### src/bridge_consts.svh
// Constants for the serial to modem frame bridge
`ifndef BRIDGE_CONSTS_SVH
`define BRIDGE_CONSTS_SVH
`define CLK_HZ 50000000
`define SER_BAUD 19200
`define PRE_BYTE 8'h2a
`define PRE_COUNT 7'd10
`define SOF_BYTE 8'h1b
`define MAX_PAYLOAD 7'd64
`define TALK_PRE_BYTE 8'h55
`define TALK_PRE_COUNT 7'd8
`define TALK_MSG_LEN 7'd80
`define CR_BYTE 8'h0d
`define CRC_INIT 16'hffff
`define CRC_POLY 16'h1021
`define RTS_MARGIN 8'h08
`define ADDR_CTRL 4'h0
`define ADDR_STATUS 4'h4
`define ADDR_IRQ_STAT 4'h8
`define ADDR_IRQ_MASK 4'hc
`define RESP_OKAY 2'h0
`define RESP_SLVERR 2'h2
`endif

### src/bridge_pkg.sv
// Types shared by the frame bridge modules
package bridge_pkg;
   typedef struct packed {
      logic valid;
      logic [7:0] data;
   } byte_beat_t;
   typedef struct packed {
      logic tx_active;
      logic bit_sync;
      logic byte_sync;
   } led_status_t;
   typedef enum logic [2:0] {TX_IDLE, TX_PRE, TX_SOF, TX_LEN, TX_PAY, TX_CRC_HI,
      TX_CRC_LO} tx_state_t;
   typedef enum logic [2:0] {RX_HUNT, RX_LEN, RX_PAY, RX_CRC_HI, RX_CRC_LO} rx_state_t;
endpackage

### src/frame_bridge.sv
// Serial to powerline modem bridge: pipe framing, talk messages, register slave
//
// Our own choices: the AXI4-Lite register port and the register addresses.
`include "bridge_consts.svh"
// Contract
// - Pipe frames open with ten preamble bytes of 0x2A.
// - One frame-start byte 0x1B follows the preamble, then one length byte.
// - One to 64 payload bytes follow, closed by a 16-bit CRC.
// - A pipe frame starts once the input buffer holds a byte.
// - A frame closes when the buffer empties or at the 64th payload byte.
// - Received framing is stripped; only payload goes to the serial side.
// - A bad-CRC frame is still delivered and resync is requested.
// - Serial port runs 19200 8-N-1 with RTS/CTS flow control in pipe mode.
// - In talk mode carriage return sends the message after an 8-byte preamble.
// - Talk buffer holds 80 characters; the 80th character also sends it.
// - In talk mode all other characters pass unchanged to the modem.
// - Serial input is discarded while a talk message is being sent.
// - Drive indicators for transmit active, bit sync and byte sync.
// - A byte is handed to the modem only while its buffer-full flag is clear.
// - A resync request makes the demodulator search byte alignment again.
module frame_bridge #(
   parameter int FIFO_AW = 7
) (
   input wire logic i_clk_sys,
   input wire logic i_rst,
   input wire logic i_awvalid,
   output logic o_awready,
   input wire logic [3:0] i_awaddr,
   input wire logic i_wvalid,
   output logic o_wready,
   input wire logic [31:0] i_wdata,
   input wire logic [3:0] i_wstrb,
   output logic o_bvalid,
   input wire logic i_bready,
   output logic [1:0] o_bresp,
   input wire logic i_arvalid,
   output logic o_arready,
   input wire logic [3:0] i_araddr,
   output logic o_rvalid,
   input wire logic i_rready,
   output logic [31:0] o_rdata,
   output logic [1:0] o_rresp,
   input wire logic i_uart_rxd,
   output logic o_uart_txd,
   input wire logic i_cts_n,
   output logic o_rts_n,
   output bridge_pkg::byte_beat_t o_mdm_tx,
   input wire logic i_tx_buffer_full_flag,
   input wire bridge_pkg::byte_beat_t i_mdm_rx,
   input wire logic i_bit_sync,
   input wire logic i_byte_sync,
   output logic o_resync_request_flag,
   output bridge_pkg::led_status_t o_leds,
   output logic o_irq
);
   import bridge_pkg::*;
   localparam int DEPTH = 1 << FIFO_AW;
   localparam logic [FIFO_AW:0] FULL_CNT = (FIFO_AW + 1)'(DEPTH);
   localparam logic [FIFO_AW:0] TALK_LAST = (FIFO_AW + 1)'(`TALK_MSG_LEN - 7'd1);
   localparam logic [FIFO_AW:0] RTS_CNT = (FIFO_AW + 1)'(DEPTH - `RTS_MARGIN);
   localparam logic [FIFO_AW:0] MAX_CNT = (FIFO_AW + 1)'(`MAX_PAYLOAD);

   if (FIFO_AW < 7 || FIFO_AW > 7) begin : g_bad_fifo
      $error("FIFO_AW must be 7 to hold an 80 character message");
   end

   tx_state_t tx_state_q;
   rx_state_t rx_state_q;
   byte_beat_t ser_rx, out_q, uart_tx;
   logic [7:0] fifo_mem [DEPTH];
   logic [FIFO_AW:0] wr_q, rd_q, count;
   logic [7:0] head, len_cap;
   logic [6:0] len_q, tx_cnt_q, rx_len_q, rx_cnt_q;
   logic [15:0] tx_crc_q, tx_crc_nx, tx_crc_in, rx_crc_q, rx_crc_nx, rx_crc_in;
   logic [7:0] tx_crc_dat, rx_hi_q;
   logic mode_q, tx_talk_q, msg_go_q, push, drop, slot_free, tx_take, uart_rdy;
   logic cts_s1, cts_s2, cts_ok, out_take, resync_q, rts_n_q, irq_q;
   logic ev_sent_q, ev_ok_q, ev_err_q;
   logic [3:0] stat_q, mask_q;
   logic aw_q, w_q, awready_q, wready_q, bvalid_q, arready_q, rvalid_q;
   logic [3:0] awaddr_q;
   logic [31:0] wdata_q, rdata_q, rd_val;
   logic wstrb0_q, do_write, rd_stat;
   logic [1:0] bresp_q, rresp_q, rd_resp;
   led_status_t leds_q;

   // Serial port; the flow-control pins are handled outside it
   uart_port #(.CLK_HZ(`CLK_HZ), .BAUD(`SER_BAUD)) u_uart (
      .i_clk_sys(i_clk_sys),
      .i_rst(i_rst),
      .i_rxd(i_uart_rxd),
      .i_tx(uart_tx),
      .o_tx_ready(uart_rdy),
      .o_rx(ser_rx),
      .o_txd(o_uart_txd)
   );

   // CTS synchroniser and RTS from buffer fill
   always_ff @(posedge i_clk_sys) begin
      cts_s1 <= i_rst ? 1'b1 : i_cts_n;
      cts_s2 <= i_rst ? 1'b1 : cts_s1;
      rts_n_q <= i_rst ? 1'b1 : (!mode_q && count >= RTS_CNT);
   end
   assign cts_ok = mode_q || !cts_s2;
   assign uart_tx = {out_q.valid && cts_ok, out_q.data};
   assign out_take = uart_tx.valid && uart_rdy;

   // Input buffer fill level and admission
   assign count = wr_q - rd_q;
   assign head = fifo_mem[rd_q[FIFO_AW-1:0]];
   assign len_cap = (count > MAX_CNT) ? {1'b0, `MAX_PAYLOAD} : count;
   always_comb begin
      push = ser_rx.valid && count < FULL_CNT;
      // drop input while a message is pending or sent
      if (mode_q && (msg_go_q || tx_state_q != TX_IDLE)) begin
         push = 1'b0;
      end
      drop = ser_rx.valid && !push;
   end

   // Buffer storage
   always_ff @(posedge i_clk_sys) begin
      if (push) begin
         fifo_mem[wr_q[FIFO_AW-1:0]] <= ser_rx.data;
      end
   end

   // write pointer and talk message trigger
   always_ff @(posedge i_clk_sys) begin
      if (i_rst) begin
         wr_q <= '0;
         msg_go_q <= 1'b0;
      end else begin
         if (push) begin
            wr_q <= wr_q + 1'b1;
         end
         if (tx_state_q != TX_IDLE) begin
            msg_go_q <= 1'b0;
         end else if (push && mode_q && (ser_rx.data == `CR_BYTE || count == TALK_LAST)) begin
            msg_go_q <= 1'b1;
         end
      end
   end

   // byte offered to the modem is taken only while not full
   assign tx_take = o_mdm_tx.valid && !i_tx_buffer_full_flag;
   assign slot_free = !o_mdm_tx.valid || tx_take;
   assign tx_crc_in = (tx_state_q == TX_LEN) ? `CRC_INIT : tx_crc_q;
   assign tx_crc_dat = (tx_state_q == TX_LEN) ? len_cap : head;
   crc16_step u_tx_crc (.i_crc(tx_crc_in), .i_data(tx_crc_dat), .o_crc(tx_crc_nx));

   // Frame and message transmitter
   always_ff @(posedge i_clk_sys) begin
      if (i_rst) begin
         tx_state_q <= TX_IDLE;
         o_mdm_tx <= '0;
         rd_q <= '0;
         len_q <= '0;
         tx_cnt_q <= '0;
         tx_crc_q <= `CRC_INIT;
         tx_talk_q <= 1'b0;
         ev_sent_q <= 1'b0;
      end else begin
         ev_sent_q <= 1'b0;
         if (tx_take) begin
            o_mdm_tx.valid <= 1'b0;
         end
         if (slot_free) begin
            unique case (tx_state_q)
               TX_IDLE: begin
                  tx_cnt_q <= '0;
                  tx_talk_q <= mode_q;
                  len_q <= count[6:0];
                  if ((!mode_q && count != '0) || (mode_q && msg_go_q)) begin
                     tx_state_q <= TX_PRE;
                  end
               end
               TX_PRE: begin
                  o_mdm_tx <= {1'b1, tx_talk_q ? `TALK_PRE_BYTE : `PRE_BYTE};
                  tx_cnt_q <= tx_cnt_q + 1'b1;
                  if (tx_talk_q && tx_cnt_q == `TALK_PRE_COUNT - 7'd1) begin
                     tx_state_q <= (len_q == '0) ? TX_IDLE : TX_PAY;
                     tx_cnt_q <= '0;
                  end else if (!tx_talk_q && tx_cnt_q == `PRE_COUNT - 7'd1) begin
                     tx_state_q <= TX_SOF;
                  end
               end
               TX_SOF: begin
                  o_mdm_tx <= {1'b1, `SOF_BYTE};
                  tx_state_q <= TX_LEN;
               end
               TX_LEN: begin
                  // length is the payload count, capped
                  o_mdm_tx <= {1'b1, len_cap};
                  len_q <= len_cap[6:0];
                  tx_crc_q <= tx_crc_nx;
                  tx_cnt_q <= '0;
                  tx_state_q <= TX_PAY;
               end
               TX_PAY: begin
                  // payload bytes, talk bytes pass unchanged
                  o_mdm_tx <= {1'b1, head};
                  rd_q <= rd_q + 1'b1;
                  tx_crc_q <= tx_crc_nx;
                  tx_cnt_q <= tx_cnt_q + 1'b1;
                  if (tx_cnt_q == len_q - 7'd1) begin
                     tx_state_q <= tx_talk_q ? TX_IDLE : TX_CRC_HI;
                     ev_sent_q <= tx_talk_q;
                  end
               end
               TX_CRC_HI: begin
                  o_mdm_tx <= {1'b1, tx_crc_q[15:8]};
                  tx_state_q <= TX_CRC_LO;
               end
               TX_CRC_LO: begin
                  o_mdm_tx <= {1'b1, tx_crc_q[7:0]};
                  tx_state_q <= TX_IDLE;
                  ev_sent_q <= 1'b1;
               end
            endcase
         end
      end
   end

   assign rx_crc_in = (rx_state_q == RX_LEN) ? `CRC_INIT : rx_crc_q;
   crc16_step u_rx_crc (.i_crc(rx_crc_in), .i_data(i_mdm_rx.data), .o_crc(rx_crc_nx));

   // frame receiver, only payload reaches the serial side
   always_ff @(posedge i_clk_sys) begin
      if (i_rst) begin
         rx_state_q <= RX_HUNT;
         out_q <= '0;
         rx_len_q <= '0;
         rx_cnt_q <= '0;
         rx_crc_q <= `CRC_INIT;
         rx_hi_q <= '0;
         resync_q <= 1'b0;
         ev_ok_q <= 1'b0;
         ev_err_q <= 1'b0;
      end else begin
         resync_q <= 1'b0;
         ev_ok_q <= 1'b0;
         ev_err_q <= 1'b0;
         if (out_take) begin
            out_q.valid <= 1'b0;
         end
         if (!mode_q && !i_byte_sync) begin
            rx_state_q <= RX_HUNT;
         end else if (i_mdm_rx.valid && mode_q) begin
            if (i_mdm_rx.data != `TALK_PRE_BYTE) begin
               out_q <= {1'b1, i_mdm_rx.data};
            end
         end else if (i_mdm_rx.valid) begin
            unique case (rx_state_q)
               RX_HUNT: begin
                  if (i_mdm_rx.data == `SOF_BYTE) begin
                     rx_state_q <= RX_LEN;
                  end
               end
               RX_LEN: begin
                  rx_cnt_q <= '0;
                  rx_len_q <= i_mdm_rx.data[6:0];
                  rx_crc_q <= rx_crc_nx;
                  rx_state_q <= RX_PAY;
                  if (i_mdm_rx.data == 8'h00 || i_mdm_rx.data > {1'b0, `MAX_PAYLOAD}) begin
                     rx_state_q <= RX_HUNT;
                     resync_q <= 1'b1;
                     ev_err_q <= 1'b1;
                  end
               end
               RX_PAY: begin
                  out_q <= {1'b1, i_mdm_rx.data};
                  rx_crc_q <= rx_crc_nx;
                  rx_cnt_q <= rx_cnt_q + 1'b1;
                  if (rx_cnt_q == rx_len_q - 7'd1) begin
                     rx_state_q <= RX_CRC_HI;
                  end
               end
               RX_CRC_HI: begin
                  rx_hi_q <= i_mdm_rx.data;
                  rx_state_q <= RX_CRC_LO;
               end
               RX_CRC_LO: begin
                  rx_state_q <= RX_HUNT;
                  if ({rx_hi_q, i_mdm_rx.data} != rx_crc_q) begin
                     resync_q <= 1'b1;
                     ev_err_q <= 1'b1;
                  end else begin
                     ev_ok_q <= 1'b1;
                  end
               end
            endcase
         end
      end
   end
   assign o_resync_request_flag = resync_q;

   always_ff @(posedge i_clk_sys) begin
      if (i_rst) begin
         leds_q <= '0;
      end else begin
         leds_q <= '{tx_active: tx_state_q != TX_IDLE, bit_sync: i_bit_sync,
                     byte_sync: i_byte_sync};
      end
   end
   assign o_leds = leds_q;

   // Register slave: write path, address and data in either order
   assign do_write = aw_q && w_q && !bvalid_q;
   always_ff @(posedge i_clk_sys) begin
      if (i_rst) begin
         {aw_q, w_q, bvalid_q, wstrb0_q} <= '0;
         {awready_q, wready_q} <= 2'b11;
         awaddr_q <= '0;
         wdata_q <= '0;
         bresp_q <= `RESP_OKAY;
      end else begin
         if (i_awvalid && awready_q) begin
            aw_q <= 1'b1;
            awaddr_q <= i_awaddr;
            awready_q <= 1'b0;
         end
         if (i_wvalid && wready_q) begin
            w_q <= 1'b1;
            wdata_q <= i_wdata;
            wstrb0_q <= i_wstrb[0];
            wready_q <= 1'b0;
         end
         if (do_write) begin
            {aw_q, w_q, bvalid_q} <= 3'b001;
            bresp_q <= (awaddr_q == `ADDR_CTRL || awaddr_q == `ADDR_IRQ_MASK ||
                        awaddr_q == `ADDR_STATUS || awaddr_q == `ADDR_IRQ_STAT) ?
                       `RESP_OKAY : `RESP_SLVERR;
         end
         if (bvalid_q && i_bready) begin
            {bvalid_q, awready_q, wready_q} <= 3'b011;
         end
      end
   end

   // Control and mask registers
   always_ff @(posedge i_clk_sys) begin
      if (i_rst) begin
         mode_q <= 1'b0;
         mask_q <= '0;
      end else if (do_write && wstrb0_q) begin
         if (awaddr_q == `ADDR_CTRL) begin
            mode_q <= wdata_q[0];
         end
         if (awaddr_q == `ADDR_IRQ_MASK) begin
            mask_q <= wdata_q[3:0];
         end
      end
   end

   // Read decode
   always_comb begin
      rd_resp = `RESP_OKAY;
      unique case (i_araddr)
         `ADDR_CTRL: rd_val = {31'h0, mode_q};
         `ADDR_STATUS: rd_val = {16'h0, 8'(count), 4'h0, msg_go_q, i_byte_sync,
                                 i_bit_sync, tx_state_q != TX_IDLE};
         `ADDR_IRQ_STAT: rd_val = {28'h0, stat_q};
         `ADDR_IRQ_MASK: rd_val = {28'h0, mask_q};
         default: begin
            rd_val = 32'h0;
            rd_resp = `RESP_SLVERR;
         end
      endcase
   end
   assign rd_stat = i_arvalid && arready_q && i_araddr == `ADDR_IRQ_STAT;

   // Read channel
   always_ff @(posedge i_clk_sys) begin
      if (i_rst) begin
         arready_q <= 1'b1;
         rvalid_q <= 1'b0;
         rdata_q <= '0;
         rresp_q <= `RESP_OKAY;
      end else if (i_arvalid && arready_q) begin
         {arready_q, rvalid_q} <= 2'b01;
         rdata_q <= rd_val;
         rresp_q <= rd_resp;
      end else if (rvalid_q && i_rready) begin
         {arready_q, rvalid_q} <= 2'b10;
      end
   end

   // Sticky events, a new event wins over the read clear
   always_ff @(posedge i_clk_sys) begin
      if (i_rst) begin
         stat_q <= '0;
         irq_q <= 1'b0;
      end else begin
         stat_q <= (rd_stat ? 4'h0 : stat_q) | {drop, ev_err_q, ev_ok_q, ev_sent_q};
         irq_q <= |(stat_q & mask_q);
      end
   end

   assign {o_awready, o_wready, o_bvalid, o_bresp} = {awready_q, wready_q, bvalid_q, bresp_q};
   assign {o_arready, o_rvalid, o_rdata, o_rresp} = {arready_q, rvalid_q, rdata_q, rresp_q};
   assign o_rts_n = rts_n_q;
   assign o_irq = irq_q;

   // Checks
   a_sof_after_pre: assert property (@(posedge i_clk_sys) disable iff (i_rst)
      tx_state_q == TX_SOF |-> tx_cnt_q == `PRE_COUNT) else $error("preamble count wrong");
   a_len_follows_sof: assert property (@(posedge i_clk_sys) disable iff (i_rst)
      tx_state_q == TX_SOF && slot_free |=> tx_state_q == TX_LEN && o_mdm_tx.data == `SOF_BYTE)
      else $error("frame start not followed by length");
   a_len_range: assert property (@(posedge i_clk_sys) disable iff (i_rst)
      tx_state_q == TX_PAY && !tx_talk_q |-> len_q != '0 && len_q <= `MAX_PAYLOAD)
      else $error("payload length out of range");
   a_pipe_start: assert property (@(posedge i_clk_sys) disable iff (i_rst)
      tx_state_q == TX_IDLE && !mode_q && count != '0 && slot_free |=> tx_state_q == TX_PRE)
      else $error("pipe frame did not start");
   a_pay_bound: assert property (@(posedge i_clk_sys) disable iff (i_rst)
      tx_state_q == TX_PAY |-> tx_cnt_q < len_q) else $error("payload overran length");
   a_crc_resync: assert property (@(posedge i_clk_sys) disable iff (i_rst)
      !mode_q && i_byte_sync && i_mdm_rx.valid && rx_state_q == RX_CRC_LO &&
      {rx_hi_q, i_mdm_rx.data} != rx_crc_q |=> o_resync_request_flag ##1 stat_q[2])
      else $error("bad checksum without resync");
   a_talk_drop: assert property (@(posedge i_clk_sys) disable iff (i_rst)
      mode_q && tx_state_q != TX_IDLE |=> $stable(wr_q)) else $error("input taken while sending");
   a_hold_full: assert property (@(posedge i_clk_sys) disable iff (i_rst)
      o_mdm_tx.valid && i_tx_buffer_full_flag |=> o_mdm_tx.valid && $stable(o_mdm_tx.data))
      else $error("modem byte changed while full");
   a_led_sync: assert property (@(posedge i_clk_sys) disable iff (i_rst)
      !$past(i_rst) |-> o_leds.bit_sync == $past(i_bit_sync) &&
      o_leds.byte_sync == $past(i_byte_sync))
      else $error("sync indicator wrong");
   c_frame_sent: cover property (@(posedge i_clk_sys) disable iff (i_rst)
      tx_state_q == TX_CRC_LO && slot_free);
   c_crc_bad: cover property (@(posedge i_clk_sys) disable iff (i_rst) ev_err_q);
   c_talk_msg: cover property (@(posedge i_clk_sys) disable iff (i_rst)
      tx_talk_q && tx_state_q == TX_PAY ##[1:1000] tx_state_q == TX_IDLE);
endmodule

### src/crc16_step.sv
// One byte step of the 16-bit frame checksum
`include "bridge_consts.svh"
module crc16_step (
   input wire logic [15:0] i_crc,
   input wire logic [7:0] i_data,
   output logic [15:0] o_crc
);
   always_comb begin
      logic [15:0] c;
      c = i_crc ^ {i_data, 8'h00};
      for (int i = 0; i < 8; i++) begin
         c = c[15] ? ({c[14:0], 1'b0} ^ `CRC_POLY) : {c[14:0], 1'b0};
      end
      o_crc = c;
   end
endmodule

### src/uart_port.sv
// Serial port transmitter and receiver, 8 data bits, no parity, one stop bit
`include "bridge_consts.svh"
module uart_port #(
   parameter int CLK_HZ = `CLK_HZ,
   parameter int BAUD = `SER_BAUD
) (
   input wire logic i_clk_sys,
   input wire logic i_rst,
   input wire logic i_rxd,
   input wire bridge_pkg::byte_beat_t i_tx,
   output logic o_tx_ready,
   output bridge_pkg::byte_beat_t o_rx,
   output logic o_txd
);
   import bridge_pkg::*;
   localparam int DIV = CLK_HZ / BAUD;
   localparam int CW = $clog2(DIV + 1);
   localparam logic [CW-1:0] BIT_LAST = CW'(DIV - 1);
   localparam logic [CW-1:0] HALF = CW'(DIV / 2);

   if (DIV < 4) begin : g_bad_div
      $error("Baud divider too small");
   end

   logic rxd_s1, rxd_s2, rx_busy_q, rx_valid_q, tx_busy_q, txd_q;
   logic [CW-1:0] rx_cnt_q, tx_cnt_q;
   logic [3:0] rx_idx_q, tx_idx_q;
   logic [7:0] rx_sh_q;
   logic [9:0] tx_sh_q;

   // Line synchroniser
   always_ff @(posedge i_clk_sys) begin
      rxd_s1 <= i_rst ? 1'b1 : i_rxd;
      rxd_s2 <= i_rst ? 1'b1 : rxd_s1;
   end

   always_ff @(posedge i_clk_sys) begin
      if (i_rst) begin
         rx_busy_q <= 1'b0;
         rx_valid_q <= 1'b0;
         rx_cnt_q <= '0;
         rx_idx_q <= '0;
         rx_sh_q <= '0;
      end else begin
         rx_valid_q <= 1'b0;
         if (!rx_busy_q) begin
            if (!rxd_s2) begin
               rx_busy_q <= 1'b1;
               rx_cnt_q <= HALF;
               rx_idx_q <= '0;
            end
         end else if (rx_cnt_q != '0) begin
            rx_cnt_q <= rx_cnt_q - 1'b1;
         end else begin
            rx_cnt_q <= BIT_LAST;
            rx_idx_q <= rx_idx_q + 1'b1;
            if (rx_idx_q == 4'h0 && rxd_s2) begin
               rx_busy_q <= 1'b0;
            end else if (rx_idx_q == 4'h9) begin
               rx_busy_q <= 1'b0;
               rx_valid_q <= rxd_s2;
            end else if (rx_idx_q != 4'h0) begin
               rx_sh_q <= {rxd_s2, rx_sh_q[7:1]};
            end
         end
      end
   end
   assign o_rx = {rx_valid_q, rx_sh_q};

   // transmitter, start bit, data LSB first, stop bit
   always_ff @(posedge i_clk_sys) begin
      if (i_rst) begin
         tx_busy_q <= 1'b0;
         txd_q <= 1'b1;
         tx_cnt_q <= '0;
         tx_idx_q <= '0;
         tx_sh_q <= '1;
      end else if (!tx_busy_q) begin
         if (i_tx.valid) begin
            tx_busy_q <= 1'b1;
            tx_sh_q <= {1'b1, i_tx.data, 1'b0};
            tx_cnt_q <= '0;
            tx_idx_q <= '0;
         end
      end else if (tx_cnt_q != '0) begin
         tx_cnt_q <= tx_cnt_q - 1'b1;
      end else if (tx_idx_q == 4'ha) begin
         tx_busy_q <= 1'b0;
      end else begin
         txd_q <= tx_sh_q[0];
         tx_sh_q <= {1'b1, tx_sh_q[9:1]};
         tx_cnt_q <= BIT_LAST;
         tx_idx_q <= tx_idx_q + 1'b1;
      end
   end
   assign o_tx_ready = !tx_busy_q;
   assign o_txd = txd_q;
endmodule

### config.mk
export PLATFORM = sky130hd
export DESIGN_NAME = frame_bridge
export DESIGN_NICKNAME = d
export VERILOG_FILES = /design/src/bridge_pkg.sv /design/src/frame_bridge.sv /design/src/crc16_step.sv /design/src/uart_port.sv
export VERILOG_INCLUDE_DIRS = /design/src
export SDC_FILE = /design/constraint.sdc
export NUM_CORES = 1
export LEC_CHECK = 0
export BUFFER_PORTS_ARGS = -buffer_cell sky130_fd_sc_hd__clkbuf_2
export CAP_MARGIN = 10
export CORE_ASPECT_RATIO = 1.5
export CORE_MARGIN = 3
export CORE_UTILIZATION = 67
export DETAILED_ROUTE_END_ITERATION = 10
export HOLD_SLACK_MARGIN = 0.12
export PLACE_DENSITY_LB_ADDON = 0.12
export REMOVE_ABC_BUFFERS = 1
export SYNTH_ARGS = -nofsm -noshare
export SYNTH_HDL_FRONTEND = slang
export SYNTH_SLANG_ARGS = --single-unit
### constraint.sdc
create_clock -name i_clk_sys -period 6 [get_ports i_clk_sys]
set_input_delay 0.6 -clock i_clk_sys [delete_from_list [all_inputs] [get_ports i_clk_sys]]
set_output_delay 0.6 -clock i_clk_sys [all_outputs]
set_load 0.05 [all_outputs]
==> impl_metrics.py <==
metrics = {
    "run_status": {
        "status": "finished clean",
    },
    "setup_path": {
        "path_common_cell": "nor2_1",
        "path_cells": "ha_1, nor2b_1, o21a_1, o22a_1, xnor2_1, and3_1, inv_1, nor2_1, nand3_1, buf_4, nor2_1",
        "crit_slowest_cell": "nand3_1",
        "crit_buf_inv": 2,
        "worst-setup-path-type": "flop to flop",
        "cp.arrival_ns": 5.28,
        "cp_top_family": "simple AND/OR/NAND/NOR gates",
        "critPathMaxStageDelay_ns": 0.91,
        "startpoint_type": "flop",
        "crit_required_ns": 6.32,
        "endpoint_kind": "flop",
        "path_max_fanout": 12,
    },
    "logic_synthesis": {
        "ys_types": 87,
        "async_flop_share_pct": 0,
        "synth_edf_count": 1024,
        "ys_seq_area_share_pct": 69.2,
        "synth-seq-cells": 1245,
        "yosys.area.top_type": "edfxtp_1",
        "synthCells": 3183,
        "synth-simple-area-share_pct": 6.92,
        "synth_compound_area_share_pct": 5.41,
        "avgSynthCellArea_um2": 16.0,
        "ys_warn_count": 0,
        "synthMuxAreaShare_pct": 13.2,
        "mappedNetlistArea_mm2": 0.0508,
        "synthXorXnorAreaFrac_pct": 2.06,
        "synth_fa_ha_area_share_pct": 0.630,
        "synth_top_family_by_area": "multiplexers",
        "synth_top_area_share_pct": 60.5,
        "synth_area_leaders": "edfxtp_1 (60%), mux4_2 (10%), dfxtp_1 (8.7%)",
        "synth_ff_type": "edfxtp_1",
    },
    "timing": {
        "drv_slew": 0,
        "finClkSkew_ns": 0.0161,
        "period_needed_ns": 4.96,
        "worst_slew_pin_slew_ns": 1.22,
        "min_period_over_period_pct": 82.7,
        "fin_tns_setup_ns": 0,
        "setup_viol": 0,
        "rsz0062_at_grt": "false",
        "hold_viol": 0,
        "relSlewSlack_pct": 16.8,
        "max_freq_ghz": 0.201,
    },
    "power": {
        "comb_power_share_pct": 3.9,
        "internal_power_w": 0.0136,
        "ir_drop_mv": 0.261,
        "pwr_density_cell_mw_per_mm2": 311,
        "power_frac_clock_pct": 42.2,
        "total_power_w": 0.0173,
        "swShare_pct": 21.4,
        "total_leakage_power_nw": 18.0,
        "seqPwrFrac_pct": 53.9,
        "power.switching_w": 0.00371,
    },
    "clock_network": {
        "htreeDepth": 3,
        "cts_setup_buffers": 0,
        "hold_buffers": 4,
        "insertion_delay_ns": 0.69,
        "cts_buffer_depth": 3,
        "cts_tree": "done",
        "numCtsBuffers": 110,
        "clkSinkCount": 1245,
        "clk_pin_slew_ns": 0.07,
        "cts_resized": 0,
        "cts-root-buf": "clkbuf_16",
    },
    "placement": {
        "dp_hpwl_mm": 83.6,
        "port-buffer-count": 68,
        "place_congestion": 0.964,
    },
    "flow_run": {
        "drv_cap": 0,
    },
    "final_layout": {
        "fin_util_pct": 74.2,
        "final_net_count": 3346,
        "final_common_cell": "edfxtp_1",
        "syn_to_final_growth_pct": 9.62,
        "drive_gt1_share_pct": 17.8,
        "regArea_mm2": 0.0352,
        "fillCellCount": 4466,
        "multi_input_area_mm2": 0.0145,
        "layout_common_cells": "edfxtp_1 (1024), nor2_1 (340), mux4_2 (235), dfxtp_1 (209), nand2_1 (178)",
    },
    "floorplan": {
        "io_pins": 122,
        "design.core.area_mm2": 0.0751,
        "die_h_um": 343,
        "die_w_um": 231,
        "initial_core_util_pct": 67.7,
        "dieArea_mm2": 0.0793,
        "row_count": 123,
    },
    "global_routing": {
        "grt_pass1_wl_mm": 194,
        "grt_use_total_pct": 33.5,
        "gr-max-usage-layer": "met2",
        "grt_pass1_vias": 29600,
        "grt_overflow": 0,
        "antenna_found_initial": 0,
        "grtUsageMet1_pct": 40.3,
        "met2_usage_pct": 56.9,
        "grt_max_degree": 103,
        "met3_usage_pct": 6.55,
    },
    "detailed_routing": {
        "drtIter0Drc": 3716,
        "drcViolationCount": 0,
        "dr.pass1.iters": 8,
        "via_per_inst": 6.82,
        "ant_nets": 0,
        "wirelength_mm": 131,
        "vias": 29700,
        "avgRoutedWirePerCell_um": 30.2,
    },
    "worst_hold_path": {
        "hold_class": "input port to flop",
    },
}
==> cell families after synthesis <==
logic type | count (synthesis)
AND/OR/NAND/NOR | 780
other | 1
buffers and inverters | 231
flip-flops | 1245
AO/OA/AOI/OAI | 414
adder cells (fa/ha/maj) | 25
XOR/XNOR | 119
multiplexers | 368
==> synthesized netlist by cell type, drive strengths merged, types with 9 or more instances <==
cell and count:
edfxtp 1024, nor2 340, mux4 240, dfxtp 221
nand2 180, mux2i 105, buf 104, a21oi 101
clkbuf 86, o21ai 75, xor2 63, a22oi 62
xnor2 56, nor3 52, nand3 43, inv 38
nor2b 36, o211ai 29, o22ai 26, ha 24
mux2 23, nand2b 22, nand4 22, a211oi 18
nor4 16, a31oi 15, or2 14, a22o 13
or3 12, and2 11, nand3b 11, a311oi 9
==> metrics by stage <==
| step | hold WS (ns) | cells | area, um2 | setup WS [ns] |
|---|---|---|---|---|
| global route | 0.158 | 4350 | 55700 | 0.899 |
| finish | 0.159 | 4351 | 55700 | 1.04 |
| global placement | 0.407 | 4140 | 52000 | 1.25 |
| floorplan | 0.389 | 3012 | 49800 | -5.56 |
| CTS | 0.122 | 4350 | 55700 | 1.17 |
| detailed placement | 0.398 | 4140 | 52000 | 1.18 |
==> area by class of cell <==
type / instances / area share, %
inverter: 39 / 0.263
clock inverter: 75 / 1.52
tap: 1000 / 2.24
antenna: 1 / 0.00449
clock buffer: 131 / 5.17
timing repair buffer: 132 / 1.66
sequential: 1245 / 63.2
multi-input combinational: 1728 / 26.0
==> worst register-to-register path: cells and delay by family, from the launching register on <==
| kind | cells | cell delay [ns] |
|---|---|---|
| xor+xnor | 1 | 0.20 |
| fa+ha+maj | 1 | 0.39 |
| buf+inv | 2 | 0.66 |
| compound gates | 2 | 0.37 |
| flops | 1 | 0.66 |
| simple gates | 5 | 2.31 |
==> state kept, by name, summed over array words and instances, names as in the netlist, 9 cells and up, named ones only <==
name / flops
rx_crc_q: 16
u_uart.tx_sh_q: 9
u_uart.rx_cnt_q: 12
fifo_mem: 1024
o_rdata: 12
tx_crc_q: 16
o_mdm_tx: 9
u_uart.tx_cnt_q: 12
out_q: 9
==> power groups by stage <==
| stage | clock network (W) | logic, W | registers (W) |
|---|---|---|---|
| after floorplan | 0 | 0.000365 | 0.00962 |
| after global placement | 0 | 0.000643 | 0.00952 |
| after detailed placement | 0 | 0.000658 | 0.00952 |
| after CTS | 0.00737 | 0.000664 | 0.00934 |
| after global routing | 0.00767 | 0.000725 | 0.00934 |
| final | 0.00731 | 0.000669 | 0.00934 |
==> final timing paths <==
| check | startpoint | end | slack [ns] | depth (start not counted) |
|---|---|---|---|---|
| hold reg to reg | cts_s1$_SDFF_PP1_ | cts_s2$_SDFF_PP1_ | 0.41 | 1 |
| setup / recovery | wr_q[5]$_SDFFE_PP0P_ | fifo_mem[75][6]$_DFFE_PP_ | 1.04 | 11 |
| hold / removal | i_wdata[3] | wdata_q[3]$_SDFFE_PP0P_ | 0.16 | 3 |
| setup reg to reg | wr_q[5]$_SDFFE_PP0P_ | fifo_mem[75][6]$_DFFE_PP_ | 1.04 | 11 |
==> layer usage <==
metal	share of wire (%)	wire [um]	vias to the layer above
li1	-	-	12500
met2	51	66700	1829
met4	7.0	9200	0
met5	0	0	-
met1	33	43200	14900
met3	9.3	12300	479
No activity file was read; power rests on OpenSTA's default activity.
